**src/design/gpf_pkg.sv**
```systemverilog
package gpf_pkg;

  // register addresses on the serial link
  localparam logic [6:0] ADDR_PIN_LEVEL = 7'h10;
  localparam logic [6:0] ADDR_PIN_FUNC  = 7'h11;

  // field positions
  localparam int DIR_LSB    = 4;
  localparam int LEVEL_LSB  = 0;
  localparam int FUNC_LSB   = 0;
  localparam int CMD_WR_BIT = 7;

  // reset values, then the zero upper function bits
  localparam logic [3:0] FUNC_RST  = 4'h0;
  localparam logic [3:0] DIR_RST   = 4'h0;
  localparam logic [3:0] LEVEL_RST = 4'h0;
  localparam logic [3:0] FUNC_HI_ZERO = 4'h0;

  // frame layout: command byte then data byte
  localparam logic [3:0] LAST_CMD_BIT   = 4'h7;
  localparam logic [3:0] LAST_FRAME_BIT = 4'hf;

  // timing of the serial clock the host makes
  localparam int CLK_NS        = 25;
  localparam int SCLK_HALF_NS  = 250;
  localparam int SCLK_HALF_CYC = (SCLK_HALF_NS + CLK_NS - 1) / CLK_NS;
  localparam logic [7:0] HALF_LOAD = 8'(SCLK_HALF_CYC - 1);

endpackage

```
**src/design/gpf_spi_if.sv**
```systemverilog
`timescale 1ns/10ps
interface gpf_spi_if;
  logic sclk;
  logic cs_n;
  logic mosi;
  logic miso_drv;
  logic miso_oe;
  logic miso;

  // device releases the data line outside a frame; it then reads low
  assign miso = miso_oe ? miso_drv : 1'b0;

  modport dev (
    input  sclk,
    input  cs_n,
    input  mosi,
    input  miso,
    output miso_drv,
    output miso_oe
  );

  modport host (
    output sclk,
    output cs_n,
    output mosi,
    input  miso
  );
endinterface

```
**src/design/gpf_dev.sv**
```systemverilog
`timescale 1ns/10ps

// Functional notes
// - four function bits, one per pin, 1=digital
// - reset clears all function bits to analog
// - pins stay disabled until function bit set
// - link runs in mode 1, polarity 0 phase 1
// - host holds serial clock low when idle
// - outgoing bits change only on rising edges within a frame
// - incoming bits sampled on falling edges
// - direction bits, 0 output (reset), 1 input
// - level bits drive outputs, show input levels
module gpf_dev
  import gpf_pkg::*;
(
  // clock and reset
  input  wire logic       i_clk,
  input  wire logic       i_nrst,
  // serial link
  gpf_spi_if.dev          spi,
  // shared pins
  input  wire logic [3:0] i_pin_in,
  output logic      [3:0] o_pin_out,
  output logic      [3:0] o_pin_oe,
  output logic      [3:0] o_pin_function,
  output logic      [3:0] o_pin_direction
);

  typedef enum logic [2:0] {
    ST_IDLE = 3'b001,
    ST_CMD  = 3'b010,
    ST_DATA = 3'b100
  } gpf_dev_state_t;

  // synchronisers for everything arriving from outside
  logic       sclk_s1;
  logic       sclk_s2;
  logic       sclk_s3;
  logic       cs_s1;
  logic       cs_s2;
  logic       mosi_s1;
  logic       mosi_s2;
  logic [3:0] pin_s1;
  logic [3:0] pin_s2;

  // link state
  gpf_dev_state_t state;
  gpf_dev_state_t next_state;
  logic [3:0]     bit_cnt;
  logic [3:0]     next_bit_cnt;
  logic [7:0]     shift_in;
  logic [7:0]     next_shift_in;
  logic [7:0]     cmd;
  logic [7:0]     next_cmd;
  logic [7:0]     tx;
  logic [7:0]     next_tx;
  logic           miso_q;
  logic           next_miso_q;
  logic           miso_oe_q;
  logic           next_miso_oe_q;

  // register file
  logic [3:0] func;
  logic [3:0] next_func;
  logic [3:0] dir;
  logic [3:0] next_dir;
  logic [3:0] level;
  logic [3:0] next_level;
  logic [3:0] oe_q;
  logic [3:0] next_oe_q;

  // decoded strobes
  logic       sclk_rise;
  logic       sclk_fall;
  logic       cs_act;
  logic       wr_en;
  logic [6:0] wr_addr;
  logic [7:0] wr_data;
  logic [7:0] rd_data;
  logic [3:0] level_view;

  always_ff @(posedge i_clk) begin
    if (!i_nrst) begin
      sclk_s1 <= 1'b0;
      sclk_s2 <= 1'b0;
      sclk_s3 <= 1'b0;
      cs_s1   <= 1'b1;
      cs_s2   <= 1'b1;
      mosi_s1 <= 1'b0;
      mosi_s2 <= 1'b0;
      pin_s1  <= 4'h0;
      pin_s2  <= 4'h0;
    end else begin
      sclk_s1 <= spi.sclk;
      sclk_s2 <= sclk_s1;
      sclk_s3 <= sclk_s2;
      cs_s1   <= spi.cs_n;
      cs_s2   <= cs_s1;
      mosi_s1 <= spi.mosi;
      mosi_s2 <= mosi_s1;
      pin_s1  <= i_pin_in;
      pin_s2  <= pin_s1;
    end
  end

  // idle-low clock means the first edge in a frame is a rise
  assign sclk_rise = sclk_s2 & ~sclk_s3;
  assign sclk_fall = ~sclk_s2 & sclk_s3;
  assign cs_act    = ~cs_s2;

  // digital input pins show their sampled level, everything else the latch
  always_comb begin
    for (int i = 0; i < 4; i++) begin
      level_view[i] = (func[i] & dir[i]) ? pin_s2[i] : level[i];
    end
  end

  // decoded from the address byte still in the shifter, so tx loads once
  always_comb begin
    unique case ({shift_in[5:0], mosi_s2})
      ADDR_PIN_FUNC:  rd_data = {FUNC_HI_ZERO, func};
      ADDR_PIN_LEVEL: rd_data = {dir, level_view};
      default:        rd_data = 8'h00;
    endcase
  end

  // link: shift in on falls, shift out on rises
  always_comb begin
    next_state     = state;
    next_bit_cnt   = bit_cnt;
    next_shift_in  = shift_in;
    next_cmd       = cmd;
    next_tx        = tx;
    next_miso_q    = miso_q;
    next_miso_oe_q = cs_act;
    wr_en          = 1'b0;
    wr_addr        = cmd[6:0];
    wr_data        = {shift_in[6:0], mosi_s2};
    if (!cs_act) begin
      // a frame cut short by the host is simply dropped
      next_state   = ST_IDLE;
      next_bit_cnt = 4'h0;
      next_miso_q  = 1'b0;
    end else begin
      unique case (state)
        ST_IDLE: begin
          next_state   = ST_CMD;
          next_bit_cnt = 4'h0;
          next_miso_q  = 1'b0;
        end
        ST_CMD: begin
          if (sclk_fall) begin
            next_shift_in = {shift_in[6:0], mosi_s2};
            next_bit_cnt  = bit_cnt + 4'h1;
            if (bit_cnt == LAST_CMD_BIT) begin
              next_cmd   = {shift_in[6:0], mosi_s2};
              // read data is captured once the command byte is complete
              next_tx    = rd_data;
              next_state = ST_DATA;
            end
          end
        end
        ST_DATA: begin
          if (sclk_rise) begin
            next_miso_q = tx[7];
            next_tx     = {tx[6:0], 1'b0};
          end
          if (sclk_fall) begin
            next_shift_in = {shift_in[6:0], mosi_s2};
            next_bit_cnt  = bit_cnt + 4'h1;
            if (bit_cnt == LAST_FRAME_BIT) begin
              wr_en      = cmd[CMD_WR_BIT];
              next_state = ST_CMD;
            end
          end
        end
        default: next_state = ST_IDLE;
      endcase
    end
  end

  always_ff @(posedge i_clk) begin
    if (!i_nrst) begin
      state     <= ST_IDLE;
      bit_cnt   <= 4'h0;
      shift_in  <= 8'h00;
      cmd       <= 8'h00;
      tx        <= 8'h00;
      miso_q    <= 1'b0;
      miso_oe_q <= 1'b0;
    end else begin
      state     <= next_state;
      bit_cnt   <= next_bit_cnt;
      shift_in  <= next_shift_in;
      cmd       <= next_cmd;
      tx        <= next_tx;
      miso_q    <= next_miso_q;
      miso_oe_q <= next_miso_oe_q;
    end
  end

  // register file and pin drive
  always_comb begin
    next_func  = func;
    next_dir   = dir;
    next_level = level;
    if (wr_en) begin
      unique case (wr_addr)
        ADDR_PIN_FUNC: next_func = wr_data[FUNC_LSB +: 4];
        ADDR_PIN_LEVEL: begin
          next_dir   = wr_data[DIR_LSB +: 4];
          next_level = wr_data[LEVEL_LSB +: 4];
        end
        default: ;
      endcase
    end
    // a pin drives only when made digital and set as output
    next_oe_q = next_func & ~next_dir;
  end

  always_ff @(posedge i_clk) begin
    if (!i_nrst) begin
      func  <= FUNC_RST;
      dir   <= DIR_RST;
      level <= LEVEL_RST;
      oe_q  <= 4'h0;
    end else begin
      func  <= next_func;
      dir   <= next_dir;
      level <= next_level;
      oe_q  <= next_oe_q;
    end
  end

  assign spi.miso_drv    = miso_q;
  assign spi.miso_oe     = miso_oe_q;
  assign o_pin_out       = level;
  assign o_pin_oe        = oe_q;
  assign o_pin_function  = func;
  assign o_pin_direction = dir;

endmodule

```
**src/flat_wrapper.sv**
```systemverilog
// flat-port wrapper written by rule: the top's interface ports become plain ports
module gpf_dev_flat import gpf_pkg::*;
  (i_clk, i_nrst, i_pin_in, o_pin_out, o_pin_oe, o_pin_function, o_pin_direction, spi_sclk, spi_cs_n, spi_mosi, spi_miso_drv, spi_miso_oe);
  gpf_spi_if spi_i ();
  input  wire logic i_clk;
  input  wire logic i_nrst;
  input  wire logic [3:0] i_pin_in;
  output logic      [3:0] o_pin_out;
  output logic      [3:0] o_pin_oe;
  output logic      [3:0] o_pin_function;
  output logic      [3:0] o_pin_direction;
  input wire logic [$bits(spi_i.sclk)-1:0] spi_sclk;
  input wire logic [$bits(spi_i.cs_n)-1:0] spi_cs_n;
  input wire logic [$bits(spi_i.mosi)-1:0] spi_mosi;
  output wire logic [$bits(spi_i.miso_drv)-1:0] spi_miso_drv;
  output wire logic [$bits(spi_i.miso_oe)-1:0] spi_miso_oe;
  assign spi_i.sclk = spi_sclk;
  assign spi_i.cs_n = spi_cs_n;
  assign spi_i.mosi = spi_mosi;
  assign spi_miso_drv = spi_i.miso_drv;
  assign spi_miso_oe = spi_i.miso_oe;
  gpf_dev u_core (.i_clk(i_clk), .i_nrst(i_nrst), .spi(spi_i), .i_pin_in(i_pin_in), .o_pin_out(o_pin_out), .o_pin_oe(o_pin_oe), .o_pin_function(o_pin_function), .o_pin_direction(o_pin_direction));
endmodule
```
**config.mk**
```make
export PLATFORM = sky130hd
export DESIGN_NAME = gpf_dev_flat
export DESIGN_NICKNAME = d
export VERILOG_FILES = /design/src/design/gpf_pkg.sv /design/src/design/gpf_spi_if.sv /design/src/design/gpf_dev.sv /design/src/flat_wrapper.sv
export SDC_FILE = /design/constraint.sdc
export NUM_CORES = 1
export LEC_CHECK = 0
export ABC_CLOCK_PERIOD_IN_PS = 5000
export BUFFER_PORTS_ARGS = -buffer_cell sky130_fd_sc_hd__buf_2
export CAP_MARGIN = 25
export CORE_ASPECT_RATIO = 1.2
export CORE_UTILIZATION = 61
export CTS_CLUSTER_DIAMETER = 30
export DETAILED_ROUTE_END_ITERATION = 12
export GPL_TIMING_DRIVEN = 0
export PLACE_DENSITY = 0.83
export SLEW_MARGIN = 0
export SYNTH_ARGS = -nofsm -noshare
export SYNTH_HDL_FRONTEND = slang
export SYNTH_SLANG_ARGS = --single-unit
```
**constraint.sdc**
```tcl
create_clock -name i_clk -period 5 [get_ports i_clk]
set_input_delay 1 -clock i_clk [delete_from_list [all_inputs] [get_ports i_clk]]
set_output_delay 1 -clock i_clk [all_outputs]
set_load 0.01 [all_outputs]
```
# After elaboration in Yosys (flattened, before gate mapping)
# Cells that the tools add are included.
# op_classes
n_addsub,1
multipliers,0
div_mod_pow,0
magnitude_cmp,0
n_eq_ne,15
shift,0
mux,26
bitwise_logic,12
reduce_logical,12
# op_table
operator,n
8-bit case mux with 2 select lines,2
7-bit by 5-bit equality test with 1-bit output (second input constant),4
8-bit two-way mux,3
4-bit two-way mux,5
3-bit two-way mux,4
2-bit by 1-bit inequality test with 1-bit output (second input constant),6
1-bit two-way mux,9
3-bit case mux with 3 select lines,1
4-bit case mux with 2 select lines,1
4-bit AND reduction,2
1-bit AND,6
2-bit AND reduction,3
2-bit nonzero test,3
5-bit AND reduction,1
4-bit by 1-bit adder with 4-bit output (second input constant),1
4-bit AND,1
4-bit by 3-bit equality test with 1-bit output (second input constant),1
4-bit equality test (second input constant),1
1-bit inverter,4
4-bit inverter,1
2-bit OR reduction,2
3-bit by 1-bit equality test with 1-bit output (second input constant),1
3-bit by 2-bit equality test with 1-bit output (second input constant),1
3-bit equality test (second input constant),1
other kinds (2),2
# word_totals
reg_bits,63
latchBits,0
mem_bits_rw,0
mem_bits_ro,0
in_bits,9
out_inout_bits,18
elab_cells,86
memories,0

# Longest topological paths before layout
# depth
ltp_word,8
depth_mapped,7

# Least setup slack after synthesis
# No wires, ideal clock.
# synth_path
path_type,register to register
from,reg u_core.bit_cnt[1]
to,reg u_core.oe_q[0] (netlist: u_core.o_pin_oe[0])
arrival_time_ns,1.782
t_required_ns,4.941
path_slack_ns,3.159
path_stages_with_launch,6
n_path_buf,0
period_less_slack_ns,1.841
path_cell_list,dfxtp_1 > ha_1 > nand4b_1 > nor4_4 > mux2i_1 > and2_1
# synth_via
elab_chain_len,8
elab_cells_between_ends,9
cone_classes,1 x eq/ne; 6 x mux; 2 x bitwise
# synth_lines
element,line_no,source
start: declaration,gpf_dev.sv:49,logic [3:0] bit_cnt;
start signal: assignment,gpf_dev.sv:193,bit_cnt <= next_bit_cnt;
4-bit equality test (*),gpf_dev.sv:171,if (bit_cnt == LAST_FRAME_BIT) begin
1-bit two-way mux (*),gpf_dev.sv:171,
1-bit two-way mux (*),gpf_dev.sv:168,if (sclk_fall) begin
1-bit two-way mux (*),gpf_dev.sv:145,unique case (state)
1-bit two-way mux (*),gpf_dev.sv:139,if (!cs_act) begin
4-bit two-way mux,gpf_dev.sv:207,if (wr_en) begin
4-bit inverter,gpf_dev.sv:218,next_oe_q = next_func & ~next_dir;
4-bit AND (*),gpf_dev.sv:218,
end signal: assignment,gpf_dev.sv:231,oe_q <= next_oe_q;
end: declaration,gpf_dev.sv:69,logic [3:0] oe_q;
# Mark *: on every way between the ends. The rest lies on a longest branch, timed or not.
# A chain may end at the register's enable or synchronous reset.

# Final worst setup path
# layout_path
from,reg u_core.bit_cnt[1]
to,reg u_core.oe_q[3] (netlist: u_core.o_pin_oe[3])
# The elaborated chain is that of the path after synthesis.

==> results.py <==
metrics = {
    "synth": {
        "postSynthAreaPerCell_um2": 9.79,
        "synthCells": 248,
        "syn-num-nets": 258,
        "yosysSeqAreaShare_pct": 52.0,
        "synth_flop_cell": "dfxtp_1",
        "synth_enable_flop_cells": 0,
        "ys_types": 40,
        "syn_area_um2": 2430,
        "ys_ff_latch": 63,
        "ys_warn_count": 0,
        "synthArstFlopShare_pct": 0,
    },
    "clocking": {
        "cts_tree": "built",
        "clock_path_buffers": 2,
        "numCtsBuffers": 9,
        "clock_latency_ps": 340,
        "cts_resized": 0,
        "cts_sinks": 63,
        "hold_buffers": 0,
        "clk_pin_slew_worst_paths_ps": 70,
        "htreeDepth": 3,
        "cts_setup_buffers": 0,
        "cts-root-buf": "clkbuf_8",
    },
    "detailed_routing": {
        "avgRoutedWirePerCell_um": 15.1,
        "drc_errors": 0,
        "drt_first_pass_iters": 4,
        "drt-total-wl_um": 5170,
        "viasPerCell": 5.50,
        "vias": 1882,
        "drt-initial-drc-count": 141,
        "ant_nets": 0,
    },
    "placement": {
        "dp_cells": 326,
        "place_congestion": 0.833,
        "postPlaceCellArea_um2": 2620,
        "numPortBuffers": 26,
        "dp_hpwl_um": 3390,
    },
    "grt": {
        "grt_util_met2_pct": 43.6,
        "antenna_found_initial": 0,
        "grt_max_degree": 11,
        "grt_overflow_total": 0,
        "grt_most_used_layer": "met2",
        "first_global_vias": 1876,
        "grtUsageMet3_pct": 5.67,
        "grt_usage_pct": 28.0,
        "use_met1_pct": 34.9,
        "grt_pass1_wl_um": 8630,
    },
    "sta": {
        "slew_headroom_pct": 47.8,
        "holdWs_ps": 422,
        "max_freq_ghz": 0.444,
        "grt_setup_unrepaired": "false",
        "setup_viol": 0,
        "finalCritPeriodShare_pct": 45.0,
        "skew_ps": 7.55,
        "period_minus_slack_ps": 2250,
        "tightest_slew_ps": 776,
        "finalMaxSlewViolations": 0,
        "hold_viol": 0,
        "setup_tns_ps": 0,
    },
    "layout": {
        "final_nets": 295,
        "seqCellArea_um2": 1260,
        "drive_gt1_share_pct": 17.2,
        "fin_area_um2": 2830,
        "diodes": 0,
        "syn_to_final_growth_pct": 16.6,
        "stdcell_count": 342,
        "multi_input_area_um2": 1110,
        "fill_cells": 287,
    },
    "setup_path": {
        "cp.arrival_ps": 2530,
        "cp-end-kind": "register",
        "cp_top_family": "simple AND/OR/NAND/NOR gates",
        "cp.required_ps": 5280,
        "r2r_end": "u_core.o_pin_oe[3]",
        "path_buf_inv": 0,
        "rr_startpoint": "u_core.bit_cnt[1]",
        "cp_slowest_stage_delay_ps": 790,
        "reg2reg_depth": 5,
        "crit_chain": "ha_1, nand4b_1, nor4_2, mux2i_1, and2_1",
        "crit_type": "reg2reg",
        "cp_slowest_cell": "nor4_2",
        "crit_path_start_kind": "register",
        "r2r_setup_slack_ps": 2750,
        "path_max_fanout": 6,
    },
    "job": {
        "maxCapViolCount": 0,
    },
    "min_path": {
        "min_from": "u_core.cs_s1",
        "whs_endpoint": "u_core.cs_s2",
        "min_path_cells": 1,
        "hp-class": "reg2reg",
    },
    "power_and_ir_drop": {
        "power_density_nw_per_um2": 348,
        "p_total_mw": 0.987,
        "max-vdd-ir-drop_uv": 245,
        "leakage_nw": 1.10,
    },
    "floorplan": {
        "die_area_um2": 4240,
        "dieHeight_um": 71.1,
        "die_x_um": 59.6,
        "fp.coreArea_um2": 3720,
        "ios": 27,
        "start_util_pct": 65.2,
        "rows": 24,
    },
    "outcome": {
        "status": "finished, final reports clean",
    },
}
cell usage in the layout, fill, tap and decap left out, types with 2 or more instances in the layout:
master	synthesis	final
a211oi_1	3	3
a21oi_1	10	10
a22oi_1	3	3
a32oi_1	4	4
and2_1	18	18
buf_2	2	28
clkbuf_1	7	8
clkbuf_8	0	12
clkinv_1	2	2
clkinv_2	0	2
dfxtp_1	63	63
inv_1	2	2
mux2i_1	27	27
nand2_1	21	21
nand2b_1	7	7
nand4_1	3	3
nor2_1	38	38
nor3b_1	2	2
nor4bb_1	3	3
o21ai_0	8	8
xnor2_1	3	3
xor2_1	2	2
worst max path at each step:
stage / endpoint / cells after the start / startpoint / slack [ps]
after detailed placement: u_core.o_pin_oe[3] / 5 / u_core.bit_cnt[1] / 2850
after global routing: u_core.o_pin_oe[3] / 5 / u_core.bit_cnt[1] / 2600
after floorplan: u_core.o_pin_oe[0] / 5 / u_core.bit_cnt[1] / 3160
final: u_core.o_pin_oe[3] / 5 / u_core.bit_cnt[1] / 2750
after CTS: u_core.o_pin_oe[3] / 5 / u_core.bit_cnt[1] / 2760
after global placement: u_core.o_pin_oe[2] / 5 / u_core.bit_cnt[1] / 2870
where the power goes:
part | switching [mW] | leakage, nW | total, mW | internal, mW
Clock | 0.186 | 0.109 | 0.455 | 0.269
Sequential | 0.00245 | 0.511 | 0.510 | 0.508
Combinational | 0.0136 | 0.482 | 0.0214 | 0.00778
Total | 0.202 | 1.10 | 0.987 | 0.785
synthesized netlist by cell type (2+ instances only):
library cell	count	area share, %
buf_2	2	0.41
a22oi_1	3	0.93
a32oi_1	4	1.4
clkinv_1	2	0.31
mux2i_1	27	11
o21ai_0	8	1.6
nand2_1	21	3.2
dfxtp_1	63	52
xnor2_1	3	1.1
a21oi_1	10	2.1
and2_1	18	4.6
nor4bb_1	3	1.2
nor2_1	38	5.9
xor2_1	2	0.72
inv_1	2	0.31
a211oi_1	3	0.93
nor3b_1	2	0.62
nand2b_1	7	1.8
clkbuf_1	7	1.1
nand4_1	3	0.77
worst reg2reg max path, stage by stage (launching register included):
cell	delay, ps
dfxtp_1	390
ha_1	200
nand4b_1	330
nor4_2	790
mux2i_1	320
and2_1	160
metal layers:
layer / vias up / share of wire [%]
li1: 926 / -
met1: 892 / 44
met4: 0 / 3.5
met5: - / 0
met3: 17 / 3.8
met2: 47 / 49
sequential cells by signal, indices dropped and copies added, names as in the netlist, 3 cells and up:
register / count
u_core.cmd: 8
u_core.tx: 8
u_core.shift_in: 7
u_core.bit_cnt: 4
u_core.o_pin_direction: 4
u_core.o_pin_function: 4
u_core.o_pin_oe: 4
u_core.o_pin_out: 4
u_core.pin_s1: 4
u_core.pin_s2: 4
u_core.state: 3
through the flow:
| step | setup slack [ps] | utilization [%] |
|---|---|---|
| finish | 2750 | 76.0 |
| global route | 2600 | 76.0 |
| CTS | 2760 | 76.0 |
| detailed placement | 2850 | 70.4 |
| global placement | 2870 | 70.4 |
| floorplan | 3160 | - |
logic make-up after synthesis:
kind of cell	synth area share, %
simple gates	22.9
flops	52.0
compound gates	9.12
mux	11.6
buf+inv	2.11
xor+xnor	1.80
fa+ha+maj	0.515
layout make-up:
cell class	count	area share, %
Tap cell	52	2.30
Inverter	4	0.530
Sequential cell	63	44.5
Timing Repair Buffer	26	4.60
Buffer	9	1.28
Clock buffer	13	5.97
Multi-Input combinational cell	172	39.4
Clock inverter	3	1.41
(Power assumes the default switching activity.)
